==> config.mk <==
export PLATFORM = sky130hd
export DESIGN_NAME = axis_feedback_and_input_capture
export DESIGN_NICKNAME = d
export VERILOG_FILES = /design/src/include/axis_pkg.sv /design/src/include/level_filter_if.sv /design/src/design/level_filter.sv /design/src/design/axis_feedback_and_input_capture.sv
export SDC_FILE = /design/constraint.sdc
export NUM_CORES = 1
export LEC_CHECK = 0
export ABC_AREA = 1
export BUFFER_PORTS_ARGS = -buffer_cell sky130_fd_sc_hd__buf_4
export CAP_MARGIN = 20
export CORE_MARGIN = 8
export CORE_UTILIZATION = 50
export DETAILED_ROUTE_END_ITERATION = 7
export PLACE_DENSITY = 0.8
export SYNTH_ARGS = -nofsm -noshare
export SYNTH_HDL_FRONTEND = slang
export SYNTH_SLANG_ARGS = --single-unit
==> constraint.sdc <==
create_clock -name clk_in -period 6.5 [get_ports clk_in]
set_input_delay 0.975 -clock clk_in [delete_from_list [all_inputs] [get_ports clk_in]]
set_output_delay 0.975 -clock clk_in [all_outputs]
set_load 0.01 [all_outputs]
==> src/include/axis_pkg.sv <==
// What this block does
// - TTL: A leading B counts up
// - Sine: cosine leading sine counts up
// - Two latch inputs, four machine inputs, all active high except the two limits
// - Enable is level, settles within 20 ms
// - Reference switch normally open, within 20 ms
// - Latch edge captures position within 500 ns
// - Limits normally closed, level, within 30 ms
package axis_pkg;
   // Clock rate and period in picoseconds
   localparam int unsigned CLK_PERIOD_PS = 5000;
   // Capture times in their own units
   localparam int unsigned ENABLE_CAPTURE_MS = 20;
   localparam int unsigned REFSW_CAPTURE_MS = 20;
   localparam int unsigned LIMIT_CAPTURE_MS = 30;
   localparam int unsigned LATCH_CAPTURE_NS = 500;
   // Longest times round down to whole cycles
   localparam int unsigned ENABLE_CYCLES = (ENABLE_CAPTURE_MS * 1000000) / (CLK_PERIOD_PS / 1000);
   localparam int unsigned REFSW_CYCLES = (REFSW_CAPTURE_MS * 1000000) / (CLK_PERIOD_PS / 1000);
   localparam int unsigned LIMIT_CYCLES = (LIMIT_CAPTURE_MS * 1000000) / (CLK_PERIOD_PS / 1000);
   localparam int unsigned LATCH_CYCLES = (LATCH_CAPTURE_NS * 1000) / CLK_PERIOD_PS;
   // Widths and reset values
   localparam int POS_W = 32;
   localparam int FILT_CNT_W = 24;
   localparam logic [POS_W-1:0] POS_RESET = 32'h0000_0000;
   localparam int SYNC_STAGES = 2;
   // Feedback source modes
   typedef enum logic {SRC_TTL = 1'b0, SRC_SINE = 1'b1} src_mode_e;
endpackage

==> src/include/level_filter_if.sv <==
`timescale 1ns/10ps
// Carries one synchronised raw level in and its settled value out
interface level_filter_if;
   logic raw;     // Synchronised input level
   logic settled; // Debounced level
   modport owner (output raw, input settled);
   modport filter (input raw, output settled);
endinterface

==> src/design/level_filter.sv <==
`timescale 1ns/10ps
// Accepts a new level only after it holds steady for HOLD_CYCLES
module level_filter
   import axis_pkg::*;
#(
   parameter int unsigned HOLD_CYCLES = 4000000
) (
   // Clock and reset
   input wire logic clk_in,
   input wire logic sys_rst_in,
   // Levels
   level_filter_if.filter lf
);
   typedef struct packed {
      logic [FILT_CNT_W-1:0] cnt; // Cycles the new level has held
      logic level;                // Accepted level
   } filt_s;

   filt_s state_ff;
   filt_s nxt_state;

   // Restart the count on any bounce, so noise never passes
   always_comb begin
      nxt_state = state_ff;
      if (lf.raw == state_ff.level) begin
         nxt_state.cnt = '0;
      end else if (state_ff.cnt >= FILT_CNT_W'(HOLD_CYCLES - 1)) begin
         nxt_state.level = lf.raw;
         nxt_state.cnt = '0;
      end else begin
         nxt_state.cnt = state_ff.cnt + 1'b1;
      end
   end

   // State register
   always_ff @(posedge clk_in) begin
      if (sys_rst_in) begin
         state_ff <= '0;
      end else begin
         state_ff <= nxt_state;
      end
   end

   assign lf.settled = state_ff.level;
endmodule

==> src/design/axis_feedback_and_input_capture.sv <==
`timescale 1ns/10ps
// Per-axis feedback counter and machine input conditioning
module axis_feedback_and_input_capture
   import axis_pkg::*;
#(
   parameter int unsigned ENABLE_HOLD = ENABLE_CYCLES,
   parameter int unsigned REFSW_HOLD = REFSW_CYCLES,
   parameter int unsigned LIMIT_HOLD = LIMIT_CYCLES
) (
   // Clock and reset
   input wire logic clk_in,
   input wire logic sys_rst_in,
   // Feedback tracks and mode
   input wire logic track_a_or_sine_in,
   input wire logic track_b_or_cosine_in,
   input wire logic src_sine_mode_in,
   // Machine inputs, active high at the pins except the limits, which read low when open
   input wire logic axis_enable_in,
   input wire logic reference_switch_in,
   input wire logic positive_limit_input_in,
   input wire logic negative_limit_input_in,
   input wire logic fast_latch_input_1_in,
   input wire logic fast_latch_input_2_in,
   // Latch acknowledges, one per latch
   input wire logic [1:0] latch_ack_in,
   // Results
   output logic [POS_W-1:0] position_out,
   output logic axis_enabled_out,
   output logic reference_closed_out,
   output logic positive_limit_reached_out,
   output logic negative_limit_reached_out,
   output logic [POS_W-1:0] latch_pos_1_out,
   output logic [POS_W-1:0] latch_pos_2_out,
   output logic [1:0] latch_event_out
);
   // Index of every pin in the synchroniser array
   localparam int NPIN = 9;
   localparam int P_A = 0;
   localparam int P_B = 1;
   localparam int P_MODE = 2;
   localparam int P_EN = 3;
   localparam int P_REF = 4;
   localparam int P_PL = 5;
   localparam int P_NL = 6;
   localparam int P_L1 = 7;
   localparam int P_L2 = 8;

   typedef struct packed {
      logic [NPIN-1:0] sync1;      // First stage, read by second stage only
      logic [NPIN-1:0] sync2;      // Second stage
      logic [1:0] tracks_prev;     // Last decoded A/B pair
      logic [1:0] latch_prev;      // Last latch levels for edge detect
      logic [POS_W-1:0] pos;       // Signed position count
      logic [POS_W-1:0] lpos1;     // Captured position, latch 1
      logic [POS_W-1:0] lpos2;     // Captured position, latch 2
      logic [1:0] levent;          // Sticky latch flags
   } axis_s;

   axis_s state_ff;
   axis_s nxt_state;
   logic [NPIN-1:0] pins;
   logic [1:0] trk;
   logic up;
   logic dn;
   logic [1:0] ledge;

   assign pins = {fast_latch_input_2_in, fast_latch_input_1_in, negative_limit_input_in,
                  positive_limit_input_in, reference_switch_in, axis_enable_in,
                  src_sine_mode_in, track_b_or_cosine_in, track_a_or_sine_in};

   // TTL: A is the lead track; sine: cosine leads, so swap roles
   assign trk = (state_ff.sync2[P_MODE] == SRC_SINE) ?
                {state_ff.sync2[P_A], state_ff.sync2[P_B]} :
                {state_ff.sync2[P_B], state_ff.sync2[P_A]};

   // Gray step up: 00-01-11-10 with {lag,lead}; illegal double steps ignored
   always_comb begin
      up = 1'b0;
      dn = 1'b0;
      case ({state_ff.tracks_prev, trk})
         4'b0001, 4'b0111, 4'b1110, 4'b1000: up = 1'b1;
         4'b0010, 4'b1011, 4'b1101, 4'b0100: dn = 1'b1;
         default: begin
            up = 1'b0;
            dn = 1'b0;
         end
      endcase
   end

   // Rising edges of the latch pins, two cycles after the pin
   assign ledge = state_ff.sync2[P_L2:P_L1] & ~state_ff.latch_prev;

   // Next state of the whole axis
   always_comb begin
      nxt_state = state_ff;
      nxt_state.sync1 = pins;
      nxt_state.sync2 = state_ff.sync1;
      nxt_state.tracks_prev = trk;
      nxt_state.latch_prev = state_ff.sync2[P_L2:P_L1];
      if (up) begin
         nxt_state.pos = state_ff.pos + 1'b1;
      end else if (dn) begin
         nxt_state.pos = state_ff.pos - 1'b1;
      end
      // Capture the count before this cycle's step; error is one count at most
      if (ledge[0]) begin
         nxt_state.lpos1 = state_ff.pos;
      end
      if (ledge[1]) begin
         nxt_state.lpos2 = state_ff.pos;
      end
      // Set wins over acknowledge so no edge is lost
      nxt_state.levent = (state_ff.levent & ~latch_ack_in) | ledge;
   end

   // State register; synchronisers and edge history keep running through reset, so the
   // first edges after release compare against real pin levels and never see a false step
   // Limitation: reset must last three edges for that history to be primed
   always_ff @(posedge clk_in) begin
      if (sys_rst_in) begin
         state_ff <= '0;
         state_ff.pos <= POS_RESET;
         state_ff.sync1 <= nxt_state.sync1;
         state_ff.sync2 <= nxt_state.sync2;
         state_ff.tracks_prev <= nxt_state.tracks_prev;
         state_ff.latch_prev <= nxt_state.latch_prev;
      end else begin
         state_ff <= nxt_state;
      end
   end

   // Debounced level inputs
   level_filter_if en_if();
   level_filter_if ref_if();
   level_filter_if pl_if();
   level_filter_if nl_if();
   assign en_if.raw = state_ff.sync2[P_EN];
   assign ref_if.raw = state_ff.sync2[P_REF];
   // Limits are normally closed: open contact reads low, so invert to get reached
   assign pl_if.raw = ~state_ff.sync2[P_PL];
   assign nl_if.raw = ~state_ff.sync2[P_NL];

   level_filter #(.HOLD_CYCLES(ENABLE_HOLD)) u_en (
      .clk_in(clk_in), .sys_rst_in(sys_rst_in), .lf(en_if));
   level_filter #(.HOLD_CYCLES(REFSW_HOLD)) u_ref (
      .clk_in(clk_in), .sys_rst_in(sys_rst_in), .lf(ref_if));
   level_filter #(.HOLD_CYCLES(LIMIT_HOLD)) u_pl (
      .clk_in(clk_in), .sys_rst_in(sys_rst_in), .lf(pl_if));
   level_filter #(.HOLD_CYCLES(LIMIT_HOLD)) u_nl (
      .clk_in(clk_in), .sys_rst_in(sys_rst_in), .lf(nl_if));

   // Outputs; filters reset to 0, so limits read not reached until settled
   assign position_out = state_ff.pos;
   assign axis_enabled_out = en_if.settled;
   assign reference_closed_out = ref_if.settled;
   assign positive_limit_reached_out = pl_if.settled;
   assign negative_limit_reached_out = nl_if.settled;
   assign latch_pos_1_out = state_ff.lpos1;
   assign latch_pos_2_out = state_ff.lpos2;
   assign latch_event_out = state_ff.levent;

   // Count checks: each decoded step moves the count by one, and nothing else moves it
   AST_COUNT_UP: assert property (@(posedge clk_in) disable iff (sys_rst_in)
      up |=> position_out == $past(position_out) + 1'b1)
      else $error("count did not step up");
   AST_COUNT_DN: assert property (@(posedge clk_in) disable iff (sys_rst_in)
      dn |=> position_out == $past(position_out) - 1'b1)
      else $error("count did not step down");
   AST_HOLD_COUNT: assert property (@(posedge clk_in) disable iff (sys_rst_in)
      !up && !dn |=> $stable(position_out))
      else $error("count moved without a step");
   AST_NO_BOTH: assert property (@(posedge clk_in) disable iff (sys_rst_in)
      !(up && dn))
      else $error("up and down together");

   // Latch checks: a pin rise sampled at one edge shows in the flag three edges later
   AST_LATCH1: assert property (@(posedge clk_in) disable iff (sys_rst_in)
      $rose(fast_latch_input_1_in) |-> ##3 latch_event_out[0])
      else $error("latch 1 edge not flagged in 3 cycles");
   AST_LATCH2: assert property (@(posedge clk_in) disable iff (sys_rst_in)
      $rose(fast_latch_input_2_in) |-> ##3 latch_event_out[1])
      else $error("latch 2 edge not flagged in 3 cycles");
   AST_LATCH_VAL1: assert property (@(posedge clk_in) disable iff (sys_rst_in)
      ledge[0] |=> latch_pos_1_out == $past(position_out))
      else $error("latch 1 value wrong");
   AST_LATCH_VAL: assert property (@(posedge clk_in) disable iff (sys_rst_in)
      ledge[1] |=> latch_pos_2_out == $past(position_out))
      else $error("latch 2 value wrong");
   AST_LPOS_HOLD1: assert property (@(posedge clk_in) disable iff (sys_rst_in)
      !ledge[0] |=> $stable(latch_pos_1_out))
      else $error("latch 1 value moved without an edge");
   AST_LPOS_HOLD2: assert property (@(posedge clk_in) disable iff (sys_rst_in)
      !ledge[1] |=> $stable(latch_pos_2_out))
      else $error("latch 2 value moved without an edge");
   AST_STICKY: assert property (@(posedge clk_in) disable iff (sys_rst_in)
      latch_event_out[0] && !latch_ack_in[0] |=> latch_event_out[0])
      else $error("latch flag dropped without acknowledge");
   AST_STICKY2: assert property (@(posedge clk_in) disable iff (sys_rst_in)
      latch_event_out[1] && !latch_ack_in[1] |=> latch_event_out[1])
      else $error("latch 2 flag dropped without acknowledge");
   AST_ACK_CLEAR: assert property (@(posedge clk_in) disable iff (sys_rst_in)
      latch_ack_in[0] && !ledge[0] |=> !latch_event_out[0])
      else $error("latch 1 flag not cleared by acknowledge");

   // Level checks: enable and reference only ever move to the level their filter has been fed; a limit only rises when its contact is open
   AST_EN_STABLE: assert property (@(posedge clk_in) disable iff (sys_rst_in)
      $changed(axis_enabled_out) |-> $past(en_if.raw) == axis_enabled_out)
      else $error("enable changed to unseen level");
   AST_REF_STABLE: assert property (@(posedge clk_in) disable iff (sys_rst_in)
      $changed(reference_closed_out) |-> $past(ref_if.raw) == reference_closed_out)
      else $error("reference changed to unseen level");
   AST_LIMIT_NC: assert property (@(posedge clk_in) disable iff (sys_rst_in)
      $rose(positive_limit_reached_out) |-> !$past(state_ff.sync2[P_PL]))
      else $error("limit reached while contact closed");
   AST_NL_NC: assert property (@(posedge clk_in) disable iff (sys_rst_in)
      $rose(negative_limit_reached_out) |-> !$past(state_ff.sync2[P_NL]))
      else $error("negative limit reached while contact closed");

   // Main scenarios
   COV_UP: cover property (@(posedge clk_in) up);
   COV_DN: cover property (@(posedge clk_in) dn);
   COV_SINE: cover property (@(posedge clk_in) state_ff.sync2[P_MODE] && dn);
   COV_LATCH: cover property (@(posedge clk_in) ledge[0] ##1 latch_ack_in[0]);
   COV_LIMIT: cover property (@(posedge clk_in) $rose(negative_limit_reached_out));
endmodule

## Word level (Yosys, flattened, before mapping)

Cells that the tools add are included.

| storage, ports and cells | value |
|---|---|
| flip-flop bits (word level) | 220 |
| latch bits | 0 |
| memory bits (writable) | 0 |
| ROM bits | 0 |
| output and inout port bits | 102 |
| memories kept | 0 |

| operators by class | value |
|---|---|
| add/sub/neg operators | 6 |
| $mul | 0 |
| div/mod/pow operators | 0 |
| order comparisons | 4 |
| equal/unequal tests | 12 |
| shift operators | 0 |
| muxes and demuxes | 5 |
| bitwise operators | 11 |
| reduce and logical (&&, ||, !) cells | 11 |

Operators by type and width:

| cell | count |
|---|---|
| $add 24x1->24 const B | 4 |
| $mux 32 | 2 |
| $ge 24x22->1 const B | 2 |
| $ge 24x23->1 const B | 2 |
| $add 32x1->32 const B | 1 |
| $sub 32x1->32 const B | 1 |
| $eq 4x4->1 const B | 4 |
| $reduce_or 3->1 | 4 |
| $eq 4x3->1 const B | 2 |
| $reduce_and 2->1 | 4 |
| $reduce_or 4->1 | 2 |
| $not 1->1 | 6 |
| $and 2x2->2 | 2 |
| $eq 1x1->1 | 4 |
| $eq 4x1->1 const B | 1 |
| $eq 4x2->1 const B | 1 |
| $not 2->2 | 2 |
| $mux 1 | 2 |
| $mux 2 | 1 |
| $or 2x2->2 | 1 |
| $reduce_bool 2->1 | 1 |

## Longest topological paths before layout

Gate-level depths: netlist of run 1.

| logic depth | value |
|---|---|
| depth in word-level cells | 6 |
| mapped depth | 20 |
| gate-level depth less buffers | 19 |

## By module

From an unflattened synthesis of run 1, not the netlist that was laid out.

| second synthesis, totals | value |
|---|---|
| cells, all modules | 1846 |
| area total of the unflattened synthesis | 12529.5 um2 |

By module, submodules not included:

| module | times used | cells an instance | area each (um2) | seq. area each (um2) |
|---|---|---|---|---|
| axis_feedback_and_input_capture | 1 | 1068 | 7071.8 | 2402.3 |
| level_filter (u_nl ...) | 2 | 207 | 1407.6 | 500.5 |
| level_filter (u_en ...) | 2 | 182 | 1321.3 | 500.5 |

## Worst setup path before layout of run 1

No wires, ideal clock.

| timing | value |
|---|---|
| kind | flip-flop to flip-flop |
| from | register state_ff[104] in the netlist's numbering |
| to | register state_ff, in the netlist position_out[31] |
| library setup time | 109 ps |
| arrival | 2406 ps |
| slack | 3985 ps |
| stages on the path, launching flop included | 20 |
| path buffers | 1 |
| clock period less this slack | 2515 ps |
| path through | dfxtp_1 -> inv_2 -> nand2_1 -> nand2_2 -> nand3_1 -> nand3_1 -> inv_2 -> ha_1 -> buf_2 -> or2_2 -> nand3_1 -> nand2_1 -> nand2_1 -> nand2_1 -> nand2_1 -> nand2_1 -> nand2_1 -> nand3_1 -> nand2_1 -> inv_1 |

RTL lines:

| element | RTL line | source |
|---|---|---|
| start, declared | axis_feedback_and_input_capture.sv:59 | `axis_s state_ff;` |
| start signal, assigned | axis_feedback_and_input_capture.sv:128 | `state_ff <= nxt_state;` |

==> summary.txt, run 1 <==
Status
  • Status: complete, no violations

Worst setup path
  • Worst r2r path cells: 19
  • Crit path from: state_ff[104]$_DFF_P_
  • Critical Path End: position_out[30]$_SDFFE_PP0P_
  • WP buf/inv: 3
  • WP data arrival: 3510 ps
  • Top Family by Delay on Critical Path: simple AND/OR/NAND/NOR gates
  • Max FO, Critical Path: 32
  • Data required, critical path: ~6900 ps
  • Slowest CP cell: inv_2
  • CP max stage delay: around 520 ps
  • WS Path Type: flip-flop to flip-flop
  • Startpoint types: flip-flop
  • CP endpoint kind: flip-flop
  • Crit-path most repeated cell: nand2_1
  • Critical path depth in cells: 19
  • Worst path cell trace: inv_2 -> nand2_1 -> nand2_2 -> nand3_1 -> nand3_1 -> inv_2 -> ha_1 -> nand3_1 -> nand3_1 -> nand2_1 -> nand2_1 -> nand2_1 -> nand2_1 -> nand2_1 -> nand2_1 -> nand2_1 -> nand3_1 -> nand2_1 -> inv_1
  • R2r startpoint: state_ff[104]$_DFF_P_
  • RR Endpoint: position_out[30]$_SDFFE_PP0P_
  • R2R Setup Slk: between 3000 and 4000 ps

Logic synthesis
  • Ys flop type: dfxtp_1
  • Yosys reg bits: 220
  • Ranking of synthesized cells by area: dfxtp_1 36%, nand2_1 12%, nor2_1 8.8%
  • Post-synth ARST share: 0
  • Top-count cell post-synth: nand2_1
  • Share of the synthesized area in the top cell type: 0.364
  • Biggest area consumer among synthesized cells: dfxtp_1
  • Gate Count Post-Synth: around 1800
  • Post-synth cell types: 48
  • Synthesized cell area: approximately 0.012 sq mm
  • Yosys warns: 0
  • Synth Area per Inst: 6.86 sq um
  • Most frequent cells after synthesis: 374 x nand2_1, 284 x nor2_1, 230 x inv_1
  • Post-synth EDFFs: 0
  • Register area share after synthesis: 0.364

Pwr
  • Static Leak: around 6.2 nW
  • Total power: 4.33 mW
  • Power density over cell area: between 300 and 400 mW/mm^2
  • VDD IR max: between 0.00015 and 0.0002 V

Place
  • Post-Place Worst Slack: ~3500 ps
  • Final HPWL from detailed placement: between 20000 and 25000 um
  • Port-buffer cells: 114
  • Placed cell area: approximately 0.012 sq mm
  • Gpl congestion: 0.956
  • Dpl cells: between 2000 and 2500

Global routing
  • First-pass GRT wire length: ~47000 um
  • Vias in the first global route: 10000
  • GRT overflow: 0
  • Pin count of the biggest net entering global routing: 95
  • Tot GR Track Use: 0.188
  • Initial antenna violation count: 0

STA
  • RSZ-0062 raised after global routing: false
  • Clock Skew: around 14 ps
  • Final Critical Period: between 3000 and 4000 ps
  • Max-slew headroom: 0.369
  • Worst-Margin Slew: about 950 ps
  • Setup TNS: 0 ps
  • Final WS setup: roughly 3400 ps
  • Final hold vios: 0
  • Final setup fails: 0
  • Final period utilization: 0.474
  • Fin. max-slew vios: 0
  • Fmax: around 0.32 GHz

Layout
  • Antenna fix cells: 0
  • Design area: approximately 0.013 sq mm
  • Fraction of layout cells with a size suffix above 1: 0.128
  • Non-Filler Instances: roughly 2100
  • Nets: 1823
  • Layout area overhead: 10.2%

Die
  • Core Region: 0.0240 sq mm
  • Die Y-Extent: between 150 and 200 um
  • Starting Density: 0.503
  • Ports: 115
  • Die area: around 0.03 sq mm
  • Num rows: between 50 and 60
  • Die X-Extent: about 170 um

CTS
  • TritonCTS buffer count: 25
  • Post-CTS Hold Buffers: 0
  • Clk pin slew, worst setup/hold paths: around 60 ps
  • Resized Gates After CTS: 0
  • Worst-skew pair later-pin latency: approximately 540 ps
  • Clk sinks: 220
  • Root Driver: clkbuf_16
  • Bufs on Longest Clock Path: 3
  • CTS tree: done
  • Max H-tree Level: 1
  • # Post-CTS Setup Buffers: 0

Drt
  • Routed vias: 10500
  • Via density: between 4 and 5
  • Antenna-violating nets left: 0
  • Post-Route WL: 27900 um
  • Drt wl/cell: 13.2 um
  • First DRT Iteration DRCs: around 650
  • Drt first pass iters: 6
  • Remaining DRCs: 0

Min path
  • Worst hold path class: flip-flop to flip-flop

Flow run
  • Max_cap viols: 0
power by group:
group	switching [mW]	internal (mW)	total, mW	leakage, nW
registers	0.113	1.44	1.55	1.80
logic	0.840	0.502	1.34	4.02
clock network	0.575	0.856	1.43	0.418
area by class of cell:
| cell class | instances | area [sq um] |
|---|---|---|
| repair buffers | 118 | 886 |
| inverters | 241 | 905 |
| clock inverters | 16 | 183 |
| flip-flops and latches | 220 | 4400 |
| multi-input cells | 1169 | 5870 |
| fillers | 2279 | 10700 |
| clock buffers | 30 | 664 |
| well taps | 324 | 405 |
metal layers:
layer | part of all wire | GRT usage | up-vias
li1 | - | - | 5452
met1 | 0.45 | 0.231 | 4761
met2 | 0.47 | 0.332 | 245
met3 | 0.050 | 0.0280 | 53
met4 | 0.027 | 0.0631 | 0
met5 | 0 | 0 | -
through the flow:
| step | utilization | hold WS [ps] |
|---|---|---|
| floorplan | - | 310 |
| global placement | 0.519 | 311 |
| global route | 0.554 | 329 |
| detailed placement | 0.519 | 312 |
| finish | 0.554 | 325 |
| CTS | 0.554 | 326 |
layout by cell type (no fill, tap or decap), types with 3 or more instances in the layout:
cell and instances:
nand2_2 5, nand4_2 3, or2_0 4, xor2_1 34
or2_2 5, nand3b_1 5, a21oi_1 74, and3_1 5
nand3_1 88, inv_2 12, conb_1 6, nor3b_2 3
ha_1 34, o21ai_2 9, nand2_1 374, nor4_1 9
clkbuf_16 25, bufinv_16 3, inv_1 229, dfxtp_1 220
buf_4 118, nor2_2 11, o21ai_1 9, clkinv_2 8
nand3_2 5, nor2_4 6, xnor2_1 29, clkbuf_1 3
nor2_1 282, nand4_1 23, nor3_1 30, o21ai_0 94
flip-flops by register name, indices dropped and copies added, names as in the netlist, 11 cells and up:
name / flops
latch_pos_2_out: 32
u_nl.state_ff: 24
u_en.state_ff: 24
latch_pos_1_out: 32
position_out: 32
u_ref.state_ff: 24
nxt_state: 11
u_pl.state_ff: 24
how the worst min path moves through the flow:
stage | startpoint | endpoint | depth (start not counted)
CTS | nxt_state[109]$_DFF_P_ | nxt_state[98]$_DFF_P_ | 0
floorplan | nxt_state[105]$_DFF_P_ | en_if.raw$_DFF_P_ | 0
global placement | nxt_state[110]$_DFF_P_ | nxt_state[99]$_DFF_P_ | 0
detailed placement | nxt_state[109]$_DFF_P_ | nxt_state[98]$_DFF_P_ | 0
finish | nxt_state[105]$_DFF_P_ | en_if.raw$_DFF_P_ | 0
global route | nxt_state[104]$_DFF_P_ | state_ff[104]$_DFF_P_ | 0
cells by family (layout without fill, tap and decap cells):
| kind of cell | count (synthesis) | count (layout) | synth area share |
|---|---|---|---|
| AND/OR/NAND/NOR | 870 | 870 | 0.315 |
| adder cells (fa/ha/maj) | 35 | 35 | 0.0369 |
| flip-flops | 220 | 220 | 0.364 |
| AO/OA/AOI/OAI | 195 | 195 | 0.0856 |
| buffers and inverters | 378 | 405 | 0.152 |
| XOR/XNOR | 63 | 63 | 0.0457 |
| other | 1 | 6 | 0.000310 |
(Power assumes the default switching activity.)
==> inputs of run 2 (changes only) <==
PLACE_DENSITY = 0.83   (was 0.8)
clock period = 2.7 ns   (was 6.5 ns; I/O delays follow)
==> run 2 against run 1 <==
Compared with the run above: clock power rose to 2.6 times the previous value; total power rose to 2.6 times the previous value; non-clock buffer count up 45; critical path type unchanged; clock-buffer cell count unchanged; routed wire length up 11%; highest routed layer unchanged.
==> summary.txt, run 2 (synthesis gave the netlist of run 1 again) <==
Drt
  • Drt first pass iters: 5 (-1)
  • Post-Route WL: 30800 um (+11%)
  • Drt wl/cell: 14.3 um (+8.5%)
  • Routed vias: 10800 (+3.0%)
  • Remaining DRCs: 0 (unchanged)
  • First DRT Iteration DRCs: 734 (+12%)
  • Antenna-violating nets left: 0 (unchanged)
  • Via density: 5.01 (+1.0%)

STA
  • RSZ-0062 raised after global routing: true
  • Fin. max-slew vios: 0 (unchanged)
  • Setup TNS: 0 ps (unchanged)
  • Final setup fails: 0 (unchanged)
  • Worst-Margin Slew: 639 ps (-309 ps)
  • Final hold vios: 0 (unchanged)
  • Final period utilization: 0.967 (+0.494)
  • Final Critical Period: 2610 ps (-467 ps)
  • Clock Skew: 21.6 ps (+7.98 ps)
  • Max-slew headroom: 0.573 (+0.205)
  • Fmax: 0.383 GHz (+18%)

CTS
  • Root Driver: clkbuf_16
  • Bufs on Longest Clock Path: 3 (unchanged)
  • Worst-skew pair later-pin latency: 540 ps (about the same)
  • TritonCTS buffer count: 24 (-4.0%)
  • Clk pin slew, worst setup/hold paths: 60 ps (about the same)
  • Clk sinks: 220 (unchanged)
  • Max H-tree Level: 1 (unchanged)
  • CTS tree: done

Die
  • Starting Density: 0.503 (unchanged)
  • Die Y-Extent: 171 um (unchanged)
  • Die area: 0.0294 sq mm (unchanged)
  • Num rows: 57 (unchanged)
  • Die X-Extent: 171 um (unchanged)
  • Core Region: 0.0240 sq mm (unchanged)
  • Ports: 115 (unchanged)

Global routing
  • GRT overflow: 0 (unchanged)
  • Tot GR Track Use: 0.199 (+0.0106)
  • Pin count of the biggest net entering global routing: 60 (-37%)
  • Vias in the first global route: 10200 (+1.7%)
  • Initial antenna violation count: 0 (unchanged)
  • First-pass GRT wire length: 48600 um (+4.5%)

Place
  • Gpl congestion: 0.957 (+0.13%)
  • Port-buffer cells: 114 (unchanged)
  • Placed cell area: 0.0127 sq mm (+1.9%)
  • Final HPWL from detailed placement: 21400 um (+4.8%)
  • Dpl cells: 2102 (+1.4%)

Layout
  • Most common cell after layout, fill and taps aside: nand2_1
  • Sequential Area: 0.00441 sq mm (+0.11%)
  • Most frequent cells in the layout: 358 x nand2_1, 267 x nor2_1, 228 x inv_1, 216 x dfxtp_1, 151 x buf_4
  • Fillers: 2169 (-4.8%)
  • Nets: 1868 (+2.5%)
  • Layout area overhead: 16.7%
  • Non-Filler Instances: 2160 (+2.0%)
  • Antenna fix cells: 0 (unchanged)
  • Multi-input logic area: 0.00618 sq mm (+5.3%)
  • Fraction of layout cells with a size suffix above 1: 0.180 (+0.0515)
  • Design area: 0.0141 sq mm (+5.9%)
  • Post-layout util: 0.587 (+0.0327)

Min path
  • Endpoint of the worst hold path: latch_event_out[0]$_SDFF_PP0_
  • Hold path startpoint: sys_rst_in
  • Worst hold stages: 2 (+2)
  • Worst hold path class: primary input to flip-flop

Worst setup path
  • Crit-path most repeated cell: nand2_1
  • Data required, critical path: 3100 ps (-3830 ps)
  • R2r startpoint: state_ff[104]$_DFF_P_
  • RR Endpoint: position_out[14]$_SDFFE_PP0P_
  • CP max stage delay: 340 ps (-180 ps)
  • Slowest CP cell: dfxtp_2
  • Worst path cell trace: inv_2 -> nand2_1 -> nand2_2 -> nand3_2 -> nand3_4 -> clkinv_4 -> buf_12 -> ha_4 -> nand2_1 -> nor2_2 -> and3_1 -> nand2_1 -> nand2_2 -> buf_4 -> xnor2_1 -> a21oi_1
  • CP endpoint kind: flip-flop
  • WP data arrival: 3010 ps (-500 ps)
  • Startpoint types: flip-flop
  • Max FO, Critical Path: 9 (-72%)
  • Top Family by Delay on Critical Path: simple AND/OR/NAND/NOR gates
  • WS Path Type: flip-flop to flip-flop
  • WP buf/inv: 4 (+1)
  • R2R Setup Slk: 90 ps (-3330 ps)
  • Worst r2r path cells: 16 (-3)
  • Crit path from: state_ff[104]$_DFF_P_

Pwr
  • VDD IR max: 0.000434 V (+130%)
  • Static Leak: 6.51 nW (+4.3%)
  • Total power: 11.3 mW (+160%)
  • Power density over cell area: 804 mW/mm^2 (+150%)

Status
  • Status: complete, no violations

Flow run
  • Max_cap viols: 0 (unchanged)
run 2: routing by layer:
| metal | track usage | part of all wire |
|---|---|---|
| met2 | 0.352 | 0.49 |
| met5 | 0 | 0 |
| met1 | 0.243 | 0.43 |
| met4 | 0.0707 | 0.029 |
| met3 | 0.0280 | 0.051 |
run 2: how the worst max path moves through the flow:
| stage | endpoint | cells after the start |
|---|---|---|
| floorplan | position_out[31]$_SDFFE_PP0P_ | 19 |
| global placement | position_out[23]$_SDFFE_PP0P_ | 18 |
| detailed placement | position_out[23]$_SDFFE_PP0P_ | 18 |
| CTS | position_out[21]$_SDFFE_PP0P_ | 20 |
| global route | position_out[29]$_SDFFE_PP0P_ | 17 |
| finish | position_out[14]$_SDFFE_PP0P_ | 16 |
run 2: where the power goes:
part | switching, mW | internal (mW) | total [mW] | leakage (nW)
clock | 1.37 | 2.33 | 3.70 | 0.436
sequential | 0.269 | 3.47 | 3.74 | 1.80
combinational | 2.30 | 1.60 | 3.90 | 4.27
total | 3.95 | 7.40 | 11.3 | 6.51
run 2: per-stage QoR:
| step | hold slack (ps) | setup slack, ps |
|---|---|---|
| after floorplan | 310 | 185 |
| after global placement | 315 | -60.8 |
| after detailed placement | 312 | -97.1 |
| after CTS | 84.4 | -22.8 |
| after global routing | 85.3 | -52.6 |
| final | 104 | 88.4 |
run 2: what timing repair did:
item / CTS / global route
hold endpoints to repair: 9 / 0
setup buffers: 0 / 6
endpoints found under the setup margin: 15 / 22
pin swaps: 0 / 8
hold buffers: 9 / 0
cloned: 0 / 1
gates resized for setup: 4 / 69
run 2: final cells by class:
type,count,area share
clock buffers,30,0.0470
clock inverters,12,0.0173
repair buffers,163,0.0910
well taps,324,0.0287
repair inverters,1,0.000444
multi-input cells,1169,0.438
inverters,241,0.0646
flip-flops and latches,220,0.313
